`src/rtc_map.vh`:
```
// Register map, command fields and constants of the serial clock block
`ifndef RTC_MAP_VH
`define RTC_MAP_VH

// Command byte fields
`define RTC_CMD_WE      7
`define RTC_CMD_RAM     6
`define RTC_CMD_ADDR    5:1
`define RTC_CMD_RD      0

// Clock and RAM space locations
`define RTC_A_SEC       5'h00
`define RTC_A_MIN       5'h01
`define RTC_A_HR        5'h02
`define RTC_A_DATE      5'h03
`define RTC_A_MON       5'h04
`define RTC_A_DAY       5'h05
`define RTC_A_YR        5'h06
`define RTC_A_CTL       5'h07
`define RTC_A_CHG       5'h08
`define RTC_A_BURST     5'h1F
`define RTC_CLK_LAST    5'h07
`define RTC_RAM_LAST    5'h1E

// Bit fields
`define RTC_HALT_BIT    7
`define RTC_H12_BIT     7
`define RTC_PM_BIT      5
`define RTC_WP_BIT      7
`define RTC_TCS_FLD     7:4
`define RTC_DS_FLD      3:2
`define RTC_RS_FLD      1:0
`define RTC_TCS_ON      4'hA
`define RTC_DS_ONE      2'h1
`define RTC_DS_TWO      2'h2
`define RTC_RS_NONE     2'h0

// Reset values
`define RTC_SEC_RST     8'h80
`define RTC_ONE_RST     8'h01
`define RTC_ZERO_RST    8'h00
`define RTC_WP_RST      1'b1

// Counting limits in BCD
`define RTC_BCD_59      7'h59
`define RTC_BCD_12      8'h12
`define RTC_BCD_99      8'h99
`define RTC_DAY_MAX     8'h07
`define RTC_H12_MAX     5'h12
`define RTC_H12_PRE     5'h11
`define RTC_H24_MAX     6'h23

// Serial framing, write queue and crystal divider
`define RTC_BIT_LAST    3'h7
`define RTC_ENT_W       14
`define RTC_FIFO_DEPTH  32
`define RTC_OSC_DIV     32768

`endif

```
`src/rtc_wr_fifo.v`:
```
// Write queue between the serial port and the register file
`timescale 1ns/1ps
module rtc_wr_fifo #(
    parameter WIDTH = 14,
    parameter DEPTH = 32,
    parameter AW    = 5
) (
    // Clock and reset
    input  wire             clk_sys_i,
    input  wire             rst_i,
    // Fill side
    input  wire             in_valid_i,
    output wire             in_ready_o,
    input  wire [WIDTH-1:0] in_data_i,
    // Drain side
    output wire             out_valid_o,
    input  wire             out_ready_i,
    output wire [WIDTH-1:0] out_data_o
);

    reg [WIDTH-1:0] mem_q [0:DEPTH-1];  // Storage, no reset needed
    reg [AW-1:0]    wr_q;               // Write pointer
    reg [AW-1:0]    rd_q;               // Read pointer
    reg [AW:0]      cnt_q;              // Fill level

    wire push = in_valid_i & in_ready_o;
    wire pop  = out_valid_o & out_ready_i;

    assign in_ready_o  = (cnt_q != DEPTH[AW:0]);
    assign out_valid_o = (cnt_q != {(AW+1){1'b0}});
    assign out_data_o  = mem_q[rd_q];

    // ----------------------------------------
    // Storage write
    // ----------------------------------------
    always @(posedge clk_sys_i) begin
        if (push) begin
            mem_q[wr_q] <= in_data_i;
        end
    end

    // ----------------------------------------
    // Pointers and level
    // ----------------------------------------
    always @(posedge clk_sys_i or posedge rst_i) begin
        if (rst_i) begin
            wr_q  <= {AW{1'b0}};
            rd_q  <= {AW{1'b0}};
            cnt_q <= {(AW+1){1'b0}};
        end else begin
            // Pointers wrap at DEPTH, which need not be a power of two
            if (push) begin
                wr_q <= (wr_q == DEPTH[AW-1:0] - 1'b1) ? {AW{1'b0}} : wr_q + 1'b1;
            end
            if (pop) begin
                rd_q <= (rd_q == DEPTH[AW-1:0] - 1'b1) ? {AW{1'b0}} : rd_q + 1'b1;
            end
            if (push & ~pop) begin
                cnt_q <= cnt_q + 1'b1;
            end else if (pop & ~push) begin
                cnt_q <= cnt_q - 1'b1;
            end
        end
    end

endmodule // rtc_wr_fifo

```
`src/serial_rtc_with_ram.v`:
```
// Serial clock/calendar with scratch RAM, write protect and charger setup
`timescale 1ns/1ps
`include "rtc_map.vh"
module serial_rtc_with_ram #(
    parameter OSC_DIV = `RTC_OSC_DIV,   // Crystal edges per second
    parameter PRE_W   = 15,             // Prescaler width
    parameter FDEPTH  = `RTC_FIFO_DEPTH // Write queue depth
) (
    // System clock and reset
    input  wire       clk_sys_i,
    input  wire       rst_i,
    // Three-wire serial port
    input  wire       xfer_en_i,
    input  wire       sclk_i,
    input  wire       sdat_i,
    output reg        sdat_o,
    output reg        sdat_oe_o,
    // Timebase from the crystal oscillator
    input  wire       crystal_pins_i,
    // Status and charger control
    output reg        osc_halted_o,
    output reg        charger_on_o,
    output reg  [1:0] diode_select_o,
    output reg  [1:0] resistor_select_o
);

    // ----------------------------------------
    // Serial phases
    // ----------------------------------------
    localparam [1:0] P_CMD  = 2'h0;     // Shifting the command byte
    localparam [1:0] P_WR   = 2'h1;     // Taking write data
    localparam [1:0] P_RD   = 2'h2;     // Sending read data
    localparam [1:0] P_DONE = 2'h3;     // Ignoring further clocks

    // ----------------------------------------
    // Declarations
    // ----------------------------------------
    reg        en_s1, en_s2;            // Enable synchroniser
    reg        ck_s1, ck_s2, ck_s3;     // Serial clock synchroniser and history
    reg        dt_s1, dt_s2;            // Data synchroniser
    reg        xt_s1, xt_s2, xt_s3;     // Crystal synchroniser and history
    reg  [1:0] phase_q;                 // Transfer phase
    reg  [2:0] bit_q;                   // Bit position in the byte
    reg  [7:0] shf_q;                   // Input shift register
    reg  [7:0] rdsh_q;                  // Byte being sent
    reg        ram_q;                   // Space: RAM when set
    reg        wen_q;                   // Command allows writes
    reg        burst_q;                 // Burst transfer
    reg  [4:0] addr_q;                  // Current location
    reg  [7:0] stg_q [0:7];             // Clock burst staging
    reg        flush_q;                 // Staging being queued
    reg  [2:0] fidx_q;                  // Next staged entry
    reg        pend_q;                  // Single entry waiting
    reg  [13:0] pend_d_q;               // Its contents
    reg  [7:0] sec_q, min_q, hr_q;      // Time registers
    reg  [7:0] date_q, mon_q, day_q;    // Calendar registers
    reg  [7:0] yr_q, chg_q;             // Year and charger setup
    reg        wp_q;                    // Write protect
    reg  [7:0] ram_q_mem [0:30];        // Scratch RAM
    reg  [PRE_W-1:0] pre_q;             // Crystal prescaler
    reg        tick_q;                  // One-second pulse
    reg  [7:0] rd_byte;                 // Read mux
    wire       rise = ck_s2 & ~ck_s3;
    wire       fall = ~ck_s2 & ck_s3;
    wire [7:0] shin = {dt_s2, shf_q[7:1]};
    wire       f_in_rdy, f_out_vld;
    wire [13:0] f_out;
    wire       f_in_vld = pend_q | flush_q;
    wire [13:0] f_in = pend_q ? pend_d_q : {1'b0, 2'b00, fidx_q, stg_q[fidx_q]};
    wire       drain_rdy = ~tick_q;     // Ticks take the registers first
    wire       fire = f_out_vld & drain_rdy;
    wire       e_ram = f_out[13];
    wire [4:0] e_addr = f_out[12:8];
    wire [7:0] e_dat = f_out[7:0];
    wire       e_blk = wp_q & ~(~e_ram & (e_addr == `RTC_A_CTL));

    // ----------------------------------------
    // BCD helpers
    // ----------------------------------------
    // Next BCD value, no wrap
    function [7:0] bcd_inc;
        input [7:0] v;
        begin
            bcd_inc = (v[3:0] == 4'h9) ? {v[7:4] + 4'h1, 4'h0}
                                       : {v[7:4], v[3:0] + 4'h1};
        end
    endfunction

    // Last date of a month; years divisible by four are leap
    function [7:0] mlen;
        input [7:0] m;
        input [7:0] y;
        reg         leap;
        begin
            leap = y[4] ? (y[3:0] == 4'h2 || y[3:0] == 4'h6)
                        : (y[3:0] == 4'h0 || y[3:0] == 4'h4 || y[3:0] == 4'h8);
            case (m)
                8'h02:   mlen = leap ? 8'h29 : 8'h28;
                8'h04, 8'h06, 8'h09, 8'h11: mlen = 8'h30;
                default: mlen = 8'h31;
            endcase
        end
    endfunction

    // Next hour in either format, format bits kept
    function [7:0] hr_next;
        input [7:0] h;
        reg   [7:0] t;
        begin
            t = 8'h00;
            if (h[`RTC_H12_BIT]) begin
                t = bcd_inc({3'h0, h[4:0]});
                if (h[4:0] == `RTC_H12_MAX) begin
                    hr_next = {h[7:5], 5'h01};
                end else if (h[4:0] == `RTC_H12_PRE) begin
                    hr_next = {h[7:6], ~h[`RTC_PM_BIT], `RTC_H12_MAX};
                end else begin
                    hr_next = {h[7:5], t[4:0]};
                end
            end else begin
                t = bcd_inc({2'h0, h[5:0]});
                hr_next = (h[5:0] == `RTC_H24_MAX) ? {h[7:6], 6'h00}
                                                   : {h[7:6], t[5:0]};
            end
        end
    endfunction

    // Carry chain of the timekeeping counters
    wire s_wrap = (sec_q[6:0] == `RTC_BCD_59);
    wire m_wrap = s_wrap & (min_q[6:0] == `RTC_BCD_59);
    wire h_end  = hr_q[`RTC_H12_BIT] ? (hr_q[`RTC_PM_BIT] & (hr_q[4:0] == `RTC_H12_PRE))
                                     : (hr_q[5:0] == `RTC_H24_MAX);
    wire h_wrap = m_wrap & h_end;
    wire d_wrap = h_wrap & (date_q == mlen(mon_q, yr_q));
    wire y_wrap = d_wrap & (mon_q == `RTC_BCD_12);
    wire [7:0] s_inc = bcd_inc({1'b0, sec_q[6:0]});

    // ----------------------------------------
    // Input synchronisers
    // ----------------------------------------
    // Pins come from another domain; second stage feeds the logic
    always @(posedge clk_sys_i or posedge rst_i) begin
        if (rst_i) begin
            {en_s1, en_s2, dt_s1, dt_s2} <= 4'h0;
            {ck_s1, ck_s2, ck_s3} <= 3'h0;
            {xt_s1, xt_s2, xt_s3} <= 3'h0;
        end else begin
            {en_s1, en_s2} <= {xfer_en_i, en_s1};
            {dt_s1, dt_s2} <= {sdat_i, dt_s1};
            {ck_s1, ck_s2, ck_s3} <= {sclk_i, ck_s1, ck_s2};
            {xt_s1, xt_s2, xt_s3} <= {crystal_pins_i, xt_s1, xt_s2};
        end
    end

    // ----------------------------------------
    // Read data mux
    // ----------------------------------------
    always @* begin
        rd_byte = 8'h00;
        if (ram_q) begin
            if (addr_q != `RTC_A_BURST) begin
                rd_byte = ram_q_mem[addr_q];
            end
        end else begin
            case (addr_q)
                `RTC_A_SEC:  rd_byte = sec_q;
                `RTC_A_MIN:  rd_byte = min_q;
                `RTC_A_HR:   rd_byte = hr_q;
                `RTC_A_DATE: rd_byte = date_q;
                `RTC_A_MON:  rd_byte = mon_q;
                `RTC_A_DAY:  rd_byte = day_q;
                `RTC_A_YR:   rd_byte = yr_q;
                `RTC_A_CTL:  rd_byte = {wp_q, 7'h00};   // Low bits read zero
                `RTC_A_CHG:  rd_byte = chg_q;
                default:     rd_byte = 8'h00;           // No storage
            endcase
        end
    end

    // ----------------------------------------
    // Serial engine
    // ----------------------------------------
    always @(posedge clk_sys_i or posedge rst_i) begin
        if (rst_i) begin
            phase_q   <= P_CMD;
            bit_q     <= 3'h0;
            shf_q     <= 8'h00;
            rdsh_q    <= 8'h00;
            ram_q     <= 1'b0;
            wen_q     <= 1'b0;
            burst_q   <= 1'b0;
            addr_q    <= 5'h00;
            sdat_o    <= 1'b0;
            sdat_oe_o <= 1'b0;
            flush_q   <= 1'b0;
            fidx_q    <= 3'h0;
            pend_q    <= 1'b0;
            pend_d_q  <= 14'h0000;
        end else begin
            // Queue hand-off; the fill side stalls on a full queue
            if (pend_q & f_in_rdy) begin
                pend_q <= 1'b0;
            end else if (flush_q & f_in_rdy) begin
                fidx_q <= fidx_q + 3'h1;
                if (fidx_q == `RTC_BIT_LAST) begin
                    flush_q <= 1'b0;
                end
            end
            if (!en_s2) begin
                // Enable low ends the transfer, pin released
                phase_q   <= P_CMD;
                bit_q     <= 3'h0;
                sdat_oe_o <= 1'b0;
            end else if (rise) begin
                if (phase_q != P_DONE) begin
                    shf_q <= shin;          // LSB arrives first
                    bit_q <= bit_q + 3'h1;
                end
                if (phase_q == P_CMD && bit_q == `RTC_BIT_LAST) begin
                    // Decode the command byte
                    ram_q   <= shin[`RTC_CMD_RAM];
                    wen_q   <= shin[`RTC_CMD_WE];
                    burst_q <= (shin[`RTC_CMD_ADDR] == `RTC_A_BURST);
                    // Burst starts at location zero
                    addr_q  <= (shin[`RTC_CMD_ADDR] == `RTC_A_BURST) ? 5'h00
                                                                    : shin[`RTC_CMD_ADDR];
                    phase_q <= shin[`RTC_CMD_RD] ? P_RD : P_WR;
                end else if (phase_q == P_RD) begin
                    sdat_oe_o <= 1'b0;      // Released on every rise
                    if (bit_q == `RTC_BIT_LAST && burst_q) begin
                        // Stream continues while enabled
                        if (addr_q == (ram_q ? `RTC_RAM_LAST : `RTC_CLK_LAST)) begin
                            addr_q <= 5'h00;
                        end else begin
                            addr_q <= addr_q + 5'h01;
                        end
                    end
                end else if (phase_q == P_WR && bit_q == `RTC_BIT_LAST) begin
                    // Whole byte in hand; nothing changes before this
                    if (!burst_q) begin
                        phase_q <= P_DONE;  // Later clocks ignored
                        if (wen_q) begin    // Command bit 7 gates writes
                            pend_q   <= 1'b1;
                            pend_d_q <= {ram_q, addr_q, shin};
                        end
                    end else if (ram_q) begin
                        // Each RAM byte goes out at once
                        if (wen_q) begin
                            pend_q   <= 1'b1;
                            pend_d_q <= {1'b1, addr_q, shin};
                        end
                        addr_q <= addr_q + 5'h01;
                        if (addr_q == `RTC_RAM_LAST) begin
                            phase_q <= P_DONE;
                        end
                    end else begin
                        // Clock burst staged until all eight arrive
                        stg_q[addr_q[2:0]] <= shin;
                        addr_q <= addr_q + 5'h01;
                        if (addr_q == `RTC_CLK_LAST) begin
                            phase_q <= P_DONE;
                            // Protected burst moves nothing
                            if (wen_q && !wp_q) begin
                                flush_q <= 1'b1;
                                fidx_q  <= 3'h0;
                            end
                        end
                    end
                end
            end else if (fall && phase_q == P_RD) begin
                // Bits leave on falls, first one right after the command
                sdat_oe_o <= 1'b1;
                if (bit_q == 3'h0) begin
                    rdsh_q <= rd_byte;
                    sdat_o <= rd_byte[0];
                end else begin
                    sdat_o <= rdsh_q[bit_q];
                end
            end
        end
    end

    // ----------------------------------------
    // Write queue instance
    // ----------------------------------------
    rtc_wr_fifo #(
        .WIDTH (`RTC_ENT_W),
        .DEPTH (FDEPTH),
        .AW    (5)
    ) u_wr_fifo (
        .clk_sys_i   (clk_sys_i),
        .rst_i       (rst_i),
        .in_valid_i  (f_in_vld),
        .in_ready_o  (f_in_rdy),
        .in_data_i   (f_in),
        .out_valid_o (f_out_vld),
        .out_ready_i (drain_rdy),
        .out_data_o  (f_out)
    );

    // ----------------------------------------
    // Prescaler
    // ----------------------------------------
    // Counts crystal rises; frozen while halted
    always @(posedge clk_sys_i or posedge rst_i) begin
        if (rst_i) begin
            pre_q  <= {PRE_W{1'b0}};
            tick_q <= 1'b0;
        end else begin
            tick_q <= 1'b0;
            if (!sec_q[`RTC_HALT_BIT] && xt_s2 && !xt_s3) begin
                if (pre_q == OSC_DIV[PRE_W-1:0] - 1'b1) begin
                    pre_q  <= {PRE_W{1'b0}};
                    tick_q <= 1'b1;
                end else begin
                    pre_q <= pre_q + 1'b1;
                end
            end
        end
    end

    // ----------------------------------------
    // Register file: ticks and queued writes
    // ----------------------------------------
    always @(posedge clk_sys_i or posedge rst_i) begin
        if (rst_i) begin
            sec_q  <= `RTC_SEC_RST;
            min_q  <= `RTC_ZERO_RST;
            hr_q   <= `RTC_ZERO_RST;
            date_q <= `RTC_ONE_RST;
            mon_q  <= `RTC_ONE_RST;
            day_q  <= `RTC_ONE_RST;
            yr_q   <= `RTC_ZERO_RST;
            wp_q   <= `RTC_WP_RST;
            chg_q  <= `RTC_ZERO_RST;   // Charger starts disabled
        end else if (tick_q) begin
            // BCD counting with carries
            sec_q <= {sec_q[`RTC_HALT_BIT], s_wrap ? 7'h00 : s_inc[6:0]};
            if (s_wrap) begin
                min_q <= (m_wrap) ? 8'h00 : bcd_inc(min_q);
            end
            if (m_wrap) begin
                hr_q <= hr_next(hr_q);  // Format bits preserved
            end
            if (h_wrap) begin
                day_q  <= (day_q == `RTC_DAY_MAX) ? 8'h01 : day_q + 8'h01;
                date_q <= d_wrap ? 8'h01 : bcd_inc(date_q);
            end
            if (d_wrap) begin
                mon_q <= y_wrap ? 8'h01 : bcd_inc(mon_q);
            end
            if (y_wrap) begin
                yr_q <= (yr_q == `RTC_BCD_99) ? 8'h00 : bcd_inc(yr_q);
            end
        end else if (fire && !e_ram && !e_blk) begin
            // Protect blocks all but the control byte
            case (e_addr)
                `RTC_A_SEC:  sec_q  <= e_dat;   // Halt bit written here
                `RTC_A_MIN:  min_q  <= e_dat;
                `RTC_A_HR:   hr_q   <= e_dat;
                `RTC_A_DATE: date_q <= e_dat;
                `RTC_A_MON:  mon_q  <= e_dat;
                `RTC_A_DAY:  day_q  <= e_dat;
                `RTC_A_YR:   yr_q   <= e_dat;
                `RTC_A_CTL:  wp_q   <= e_dat[`RTC_WP_BIT];
                `RTC_A_CHG:  chg_q  <= e_dat;
                default:     ;                  // Unbacked location
            endcase
        end
    end

    // ----------------------------------------
    // Scratch RAM writes
    // ----------------------------------------
    // Location 31 has no cell behind it
    always @(posedge clk_sys_i) begin
        if (fire && e_ram && !e_blk && e_addr != `RTC_A_BURST) begin
            ram_q_mem[e_addr] <= e_dat;
        end
    end

    // ----------------------------------------
    // Status and charger outputs
    // ----------------------------------------
    always @(posedge clk_sys_i or posedge rst_i) begin
        if (rst_i) begin
            osc_halted_o      <= 1'b1;
            charger_on_o      <= 1'b0;
            diode_select_o    <= 2'h0;
            resistor_select_o <= 2'h0;
        end else begin
            osc_halted_o <= sec_q[`RTC_HALT_BIT];
            // Only the exact pattern with valid diode and resistor
            if (chg_q[`RTC_TCS_FLD] == `RTC_TCS_ON &&
                (chg_q[`RTC_DS_FLD] == `RTC_DS_ONE || chg_q[`RTC_DS_FLD] == `RTC_DS_TWO) &&
                chg_q[`RTC_RS_FLD] != `RTC_RS_NONE) begin
                charger_on_o      <= 1'b1;
                diode_select_o    <= chg_q[`RTC_DS_FLD];
                resistor_select_o <= chg_q[`RTC_RS_FLD];
            end else begin
                charger_on_o      <= 1'b0;
                diode_select_o    <= 2'h0;
                resistor_select_o <= 2'h0;
            end
        end
    end

endmodule // serial_rtc_with_ram

```
`config.mk`:
```
export PLATFORM = sky130hd
export DESIGN_NAME = serial_rtc_with_ram
export DESIGN_NICKNAME = d
export VERILOG_FILES = /design/src/rtc_wr_fifo.v /design/src/serial_rtc_with_ram.v
export VERILOG_INCLUDE_DIRS = /design/src /design/src/src
export SDC_FILE = /design/constraint.sdc
export NUM_CORES = 1
export LEC_CHECK = 0
export BUFFER_PORTS_ARGS = -buffer_cell sky130_fd_sc_hd__buf_2
export CAP_MARGIN = 25
export CORE_UTILIZATION = 60
export CTS_CLUSTER_SIZE = 24
export DETAILED_ROUTE_END_ITERATION = 10
export GPL_ROUTABILITY_DRIVEN = 0
export PLACE_DENSITY = 0.76
export SYNTH_ARGS = -nofsm -noshare
export SYNTH_HDL_FRONTEND = slang
export SYNTH_SLANG_ARGS = --single-unit
```
`constraint.sdc`:
```
create_clock -name clk_sys_i -period 6.4 [get_ports clk_sys_i]
set_clock_uncertainty 0.15 [all_clocks]
set_input_delay 0.64 -clock clk_sys_i [delete_from_list [all_inputs] [get_ports clk_sys_i]]
set_output_delay 0.64 -clock clk_sys_i [all_outputs]
set_load 0.05 [all_outputs]
```
* Word level (Yosys, flattened, before mapping) *
Memory sizes are Yosys's and may differ from the RTL's.
Index checks and enable logic that the tools add are counted.

storage, ports and cells
  bits in registers = 163
  memory bits (writable) = 760
  output and inout port bits = 8
  word-level logic and storage cells = 396
  memories = 3

memories
  name             depth  width  rd ports  clocked after memory_dff  write ports  line                      source
  u_wr_fifo.mem_q  32     14     1         0                         1            rtc_wr_fifo.v:21          reg [WIDTH-1:0] mem_q [0:DEPTH-1];
  ram_q_mem        31     8      1         0                         1            serial_rtc_with_ram.v:59  reg [7:0] ram_q_mem [0:30];
  stg_q            8      8      1         0                         1            serial_rtc_with_ram.v:50  reg [7:0] stg_q [0:7];

cells by class
  add/subtract/negate cells = 22
  magnitude comparators = 1
  equal/unequal tests = 82
  muxes and demuxes = 139
  bitwise gates (word level) = 27
  reduce and logical (&&, ||, !) cells = 71

operators by type and width
  kind                                                                    count
  8-bit 2-to-1 mux                                                        36
  8-bit one-hot mux with 9 select lines                                   1
  14-bit 2-to-1 mux                                                       5
  5-bit 2-to-1 mux                                                        11
  1-bit 2-to-1 mux                                                        46
  3-bit AND reduction                                                     15
  3-bit 2-to-1 mux                                                        14
  4-bit by 1-bit adder with 4-bit output (second input constant)          10
  5-bit by 3-bit equality test with 1-bit output (second input constant)  8
  6-bit 2-to-1 mux                                                        6
  7-bit 2-to-1 mux                                                        5
  4-bit equality test (second input constant)                             8
  5-bit equality test (second input constant)                             6
  8-bit by 3-bit equality test with 1-bit output (second input constant)  3
  2-bit 2-to-1 mux                                                        12
  3-bit by 1-bit != test with 1-bit output (second input constant)        7
  5-bit by 2-bit equality test with 1-bit output (second input constant)  4
  4-bit AND reduction                                                     5
  2-bit nonzero test                                                      10
  8-bit by 5-bit equality test with 1-bit output (second input constant)  2
  15-bit by 1-bit adder with 15-bit output (second input constant)        1
  5-bit by 1-bit adder with 5-bit output (second input constant)          3
  1-bit AND                                                               15
  15-bit equality test (second input constant)                            1
  other kinds (49)                                                        108

* Longest topological paths before layout *
  depth after elaboration = 13
  depth in mapped cells = 15
  gate-level depth less buffers = 14

* Modules after synthesis *
From an unflattened synthesis, not the netlist that was laid out.

unflattened totals
  cell total of the unflattened synthesis = 2500
  area total of the unflattened synthesis = 38917.3 um^2

by module, submodules not included
  module               times used  cells each  area an instance (um^2)  seq. area each (um^2)
  serial_rtc_with_ram  1           1545        20567.2                  13030.0
  rtc_wr_fifo          1           955         18350.1                  13853.3

* Worst setup path before layout *
No wires, ideal clock.

  path kind = register -> register
  start point = register u_wr_fifo.rd_q[2]
  end point = register sec_q[5]
  library setup time = 77 ps
  arrival = 3885 ps
  required time = 6173 ps
  setup slack = 2288 ps
  stages on the path, launching flop included = 12
  buffers on the path = 5
  period minus slack after synthesis = 4112 ps
  cell sequence = dfrtp_1 buf_2 buf_1 buf_2 clkbuf_1 nor2_1 a22o_1 a211oi_1 and2_1 clkbuf_1 mux2i_1 a21oi_1

on the way
  elaborated cells between the ends (all ways) = 17
  those cells by class = eq/ne: 1; mux: 3; bitwise: 4; reduce/logical: 8; memory: 1

RTL lines
  element                   line                       source
  start: declaration        rtc_wr_fifo.v:23           reg [AW-1:0] rd_q;
  start signal: assignment  rtc_wr_fifo.v:48           rd_q <= {AW{1'b0}};
  start signal: assignment  rtc_wr_fifo.v:56           rd_q <= (rd_q == DEPTH[AW-1:0] - 1'b1) ? {AW{1'b0}} : rd_q + 1'b1;
  memory 32 x 14 bit        -
  named net f_out[5]        serial_rtc_with_ram.v:67   wire [13:0] f_out;
  7-bit 2-to-1 mux          serial_rtc_with_ram.v:357  case (e_addr)
  7-bit 2-to-1 mux          serial_rtc_with_ram.v:355  end else if (fire && !e_ram && !e_blk) begin
  7-bit 2-to-1 mux          serial_rtc_with_ram.v:336  end else if (tick_q) begin
  end signal: assignment    serial_rtc_with_ram.v:327  sec_q <= `RTC_SEC_RST;
  end signal: assignment    serial_rtc_with_ram.v:338  sec_q <= {sec_q[`RTC_HALT_BIT], s_wrap ? 7'h00 : s_inc[6:0]};
  end signal: assignment    serial_rtc_with_ram.v:358  `RTC_A_SEC: sec_q <= e_dat;
  end: declaration          serial_rtc_with_ram.v:55   reg [7:0] sec_q, min_q, hr_q;

The timed path passes the listed nets, and every way through them passes these cells. The select of a mux whose other input is x is not followed.
A chain may end at the register's enable or synchronous reset.

* Worst setup path in the final report *
  start point = register u_wr_fifo.rd_q[1]
  end point = register yr_q[4]

on the way
  word-level cells in the longest chain between the ends = 9
  elaborated cells between the ends (all ways) = 17
  those cells by class = eq/ne: 2; mux: 3; bitwise: 4; reduce/logical: 7; memory: 1

RTL lines
  element                                                                           line                       source
  memory 32 x 14 bit (*)                                                            -
  5-bit by 3-bit equality test with 1-bit output or 1-bit inverter (tied branches)  -
  1-bit AND                                                                         serial_rtc_with_ram.v:75   wire e_blk = wp_q & ~(~e_ram & (e_addr == `RTC_A_CTL));
  1-bit inverter                                                                    serial_rtc_with_ram.v:75
  1-bit AND                                                                         serial_rtc_with_ram.v:75
  1-bit logical NOT                                                                 serial_rtc_with_ram.v:355
  1-bit logical AND                                                                 serial_rtc_with_ram.v:355
  2-bit nonzero test (no source line)                                               -
  4-bit AND reduction (no source line)                                              -
  end signal: assignment                                                            serial_rtc_with_ram.v:333  yr_q <= `RTC_ZERO_RST;
  end signal: assignment                                                            serial_rtc_with_ram.v:353  yr_q <= (yr_q == `RTC_BCD_99) ? 8'h00 : bcd_inc(yr_q);
  end signal: assignment                                                            serial_rtc_with_ram.v:364  `RTC_A_YR: yr_q <= e_dat;
  end: declaration                                                                  serial_rtc_with_ram.v:57   reg [7:0] yr_q, chg_q;

Every way passes the cells marked *; elsewhere a longest branch is shown, timed or not. The select of a mux whose other input is x is not followed.

==> metrics.log <==
[metrics] status: finished, final reports clean
[metrics] fraction of post-synthesis cell area in the top cell type by area: 0.5950
[metrics] cts-stage hold buffer count: 4
[metrics] critical path data required time: 6.79 ns
[metrics] Initial DRT Pass Iterations: 7
[metrics] top flip-flop cell by instance count after synthesis: sky130_fd_sc_hd__edfxtp_1
[metrics] number of I/O port buffers: 13
[metrics] number of distinct library cells after synthesis: 85
[metrics] sum of negative setup slack: 0 ns
[metrics] first-pass GRT wire length: 140,500 um
[metrics] share of final-layout standard cells stronger than drive strength 1: 0.1887
[metrics] Ports: 14
[metrics] ratio of final minimum period to clock period: 0.7340
[metrics] Core Region: 63,080 sq um
[metrics] TritonCTS clock tree: built
[metrics] Starting Density: 0.6080
[metrics] CTS Buf Count: 91
[metrics] Reg power frac: 0.546
[metrics] quantity of gates resized following cts: 0
[metrics] synth-to-layout area growth: 11.89%
[metrics] Mapped Cells: 2,396
[metrics] total of max-cap violations: 0
[metrics] worst-case headroom to the max-slew limit: 0.2459
[metrics] peak supply drop: 0.0002392 V
[metrics] Combinational Power Share: 0.009
[metrics] category of the critical setup timing path: reg -> reg
[metrics] final layout net count: 2,517
[metrics] Chip Width: 254.8 um
[metrics] areal power density over the cells: 281.8 nW/um^2
[metrics] Leakage: 14.09 nW
[metrics] Clock Pin Slew Worst Setup and Hold Paths: 0.06 ns
[metrics] final hold vios: 0
[metrics] smallest hold slack: 0.005945 ns
[metrics] area leader, netlist: sky130_fd_sc_hd__edfxtp_1
[metrics] number of H-tree levels: 3
[metrics] Bufs on Longest Clock Path: 3
[metrics] FF+latch count, synth: 922
[metrics] CTS Root Buffer Type: sky130_fd_sc_hd__clkbuf_16
[metrics] Total Power Consumption: 12.09 mW
[metrics] non-filler instance count after layout: 3,396
[metrics] Setup violations, final: 0
[metrics] utilization of the core after routing: 0.6803
[metrics] instance count after placement with tap cells included: 3,204
[metrics] Sw Pwr: 2.440 mW
[metrics] Avg Cell Area, Syn: 16.01 sq um
[metrics] FP Rows: 92
[metrics] setup repair after global routing missed its margin: no
[metrics] worst setup timing slack at the placement stage: 1.457 ns
[metrics] total vias in the final route: 23,300
[metrics] number of antenna-violating nets in the routed design: 0
[metrics] Peak Freq: 0.2129 GHz
[metrics] routed wire length: 95,010 um
[metrics] die footprint: 64,940 sq um
[metrics] height of the die: 254.8 um
[metrics] clock latency of the later-clocked register in the worst-skew pair: 0.65 ns
[metrics] number of antenna violations at the first check in global routing: 1
[metrics] average detailed-routed wire length per instance: 27.98 um
[metrics] critical path launch point type: flop
[metrics] largest net degree at the start of global routing: 89
[metrics] most common cell in the synthesized netlist: sky130_fd_sc_hd__edfxtp_1
[metrics] count of flip-flops with a built-in enable after synthesis: 760
[metrics] Crit path arrival time: 5.08 ns
[metrics] vias in the first global route: 22,510
[metrics] Clock Power Share: 0.445
[metrics] Sw Share: 0.2018
[metrics] GRT overflow: 0
[metrics] Placed Instance Area: 39,650 sq um
[metrics] CP endpoint kind: flop
[metrics] number of sinks handled by clock tree synthesis: 922
[metrics] biggest area contributors in the synthesized netlist: sky130_fd_sc_hd__edfxtp_1 (60%), sky130_fd_sc_hd__dfrtp_1 (10%), sky130_fd_sc_hd__mux4_2 (7.3%)
[metrics] class of the tightest hold or removal check: in -> async
[metrics] number of buffers added for setup after CTS: 0
[metrics] Post-Syn Area: 38,350 sq um
[metrics] post-route design area: 42,920 sq um
[metrics] yosys warns: 0
[metrics] number of violations reported at the end of detailed-routing iteration 0: 3,282
[metrics] most used standard cells in the synthesized netlist: sky130_fd_sc_hd__edfxtp_1 (760), sky130_fd_sc_hd__nor2_1 (168), sky130_fd_sc_hd__dfrtp_1 (156)
[metrics] portion of the post-synthesis area used by sequential elements: 0.7009
[metrics] critical path peak fanout: 50
[metrics] global-route usage over all layers: 0.2952
[metrics] proportion of synthesized flip-flops having asynchronous set or reset: 0.1757
[metrics] setup slack of the critical path after layout: 1.702 ns
[metrics] Syn Nets: 2,442
[metrics] Final Critical Period: 4.698 ns
[metrics] via count normalized by instance count: 6.860
[metrics] Final Max Slew Viols: 0
[metrics] Internal Power: 9.653 mW
[metrics] slew at the pin with the worst max-slew slack: 1.127 ns
[metrics] DRC violations left: 0
[metrics] HPWL Detailed: 59,420 um
-- kinds of logic (layout without fill, tap and decap cells) --
family | Yosys count | after routing | share of synthesized area
AOI/OAI and AO/OA | 463 | 463 | 0.08397
DFF | 922 | 922 | 0.7009
xor gates and xnor gates | 21 | 21 | 0.004796
muxes | 262 | 262 | 0.1111
and+or+nand+nor | 516 | 516 | 0.06622
buffers and inverters | 172 | 325 | 0.01977
other | 0 | 1 | 0
adders and majority gates | 40 | 40 | 0.01324
-- worst max-delay path, stage by stage, from the launching register on --
cell	delay (ns)
sky130_fd_sc_hd__dfrtp_4	0.99
sky130_fd_sc_hd__nand3b_1	0.48
sky130_fd_sc_hd__o221ai_1	0.20
sky130_fd_sc_hd__a211oi_1	0.43
sky130_fd_sc_hd__a31o_2	0.49
sky130_fd_sc_hd__nand4b_1	0.36
sky130_fd_sc_hd__o21ai_1	0.86
sky130_fd_sc_hd__o21ai_0	0.32
sky130_fd_sc_hd__a22o_1	0.27
-- power groups by stage --
stage	registers [mW]	clock network, mW	logic, mW
floorplan	6.68	0	0.0775
global placement	6.72	0	0.102
detailed placement	6.73	0	0.108
CTS	6.60	5.40	0.112
global route	6.61	5.64	0.125
finish	6.60	5.38	0.114
-- area by class of cell --
type | instances | area [sq um]
fill | 4089 | 20160
multi-input combinational | 1302 | 10840
clock inverter | 63 | 604.3
timing repair buffer | 111 | 942.2
inverter | 43 | 166.4
tap | 846 | 1059
sequential | 922 | 26890
antenna | 1 | 2.502
clock buffer | 108 | 2405
-- layer usage --
metal / track usage / up-vias / share of wire
li1: - / 9700 / -
met3: 0.06356 / 272 / 0.11
met5: 0 / - / 0
met2: 0.4636 / 1558 / 0.47
met1: 0.4135 / 11770 / 0.38
met4: 0.1027 / 0 / 0.035
-- state kept, by name (all words and copies together), names as in the netlist, 3 cells and up --
signal / flops
u_wr_fifo.rd_q: 5
u_wr_fifo.wr_q: 5
mon_q: 8
date_q: 8
ram_q_mem: 248
yr_q: 8
pend_d_q: 14
addr_q: 5
pre_q: 15
day_q: 8
stg_q: 64
hr_q: 8
bit_q: 3
rdsh_q: 8
chg_q: 8
sec_q: 8
u_wr_fifo.cnt_q: 6
min_q: 8
u_wr_fifo.mem_q: 448
fidx_q: 3
shf_q: 7
-- placed cells by master (no fill, tap or decap), types with 22 or more instances in the layout --
| cell type | synthesis | layout |
|---|---|---|
| sky130_fd_sc_hd__mux2_2 | 58 | 58 |
| sky130_fd_sc_hd__nor2_1 | 168 | 161 |
| sky130_fd_sc_hd__and3_1 | 30 | 30 |
| sky130_fd_sc_hd__and2_1 | 22 | 22 |
| sky130_fd_sc_hd__dfrtp_1 | 156 | 152 |
| sky130_fd_sc_hd__clkbuf_16 | 0 | 95 |
| sky130_fd_sc_hd__a22o_1 | 23 | 23 |
| sky130_fd_sc_hd__ha_1 | 39 | 39 |
| sky130_fd_sc_hd__nand2_1 | 107 | 107 |
| sky130_fd_sc_hd__edfxtp_1 | 760 | 760 |
| sky130_fd_sc_hd__o21ai_0 | 98 | 90 |
| sky130_fd_sc_hd__a221oi_1 | 28 | 28 |
| sky130_fd_sc_hd__clkinv_1 | 3 | 22 |
| sky130_fd_sc_hd__a21oi_1 | 75 | 75 |
| sky130_fd_sc_hd__inv_1 | 40 | 39 |
| sky130_fd_sc_hd__mux4_2 | 125 | 125 |
| sky130_fd_sc_hd__a22oi_1 | 79 | 79 |
| sky130_fd_sc_hd__buf_4 | 3 | 75 |
| sky130_fd_sc_hd__mux2i_1 | 78 | 78 |
| sky130_fd_sc_hd__nand3_1 | 54 | 54 |
-- path summary, 6_finish.rpt --
check	end	cells after the start	slack, ns	startpoint
setup / recovery	yr_q[4]	8	1.70	u_wr_fifo.rd_q[1]
hold / removal	shf_q[5]	2	0.006	rst_i
setup reg to reg	yr_q[4]	8	1.70	u_wr_fifo.rd_q[1]
hold reg to reg	xt_s2	0	0.20	xt_s1
max in group asynchronous	sec_q[7]	4	4.89	rst_i
min in group clk_sys_i	xt_s2	0	0.20	xt_s1
No activity file was read; power rests on OpenSTA's default activity.
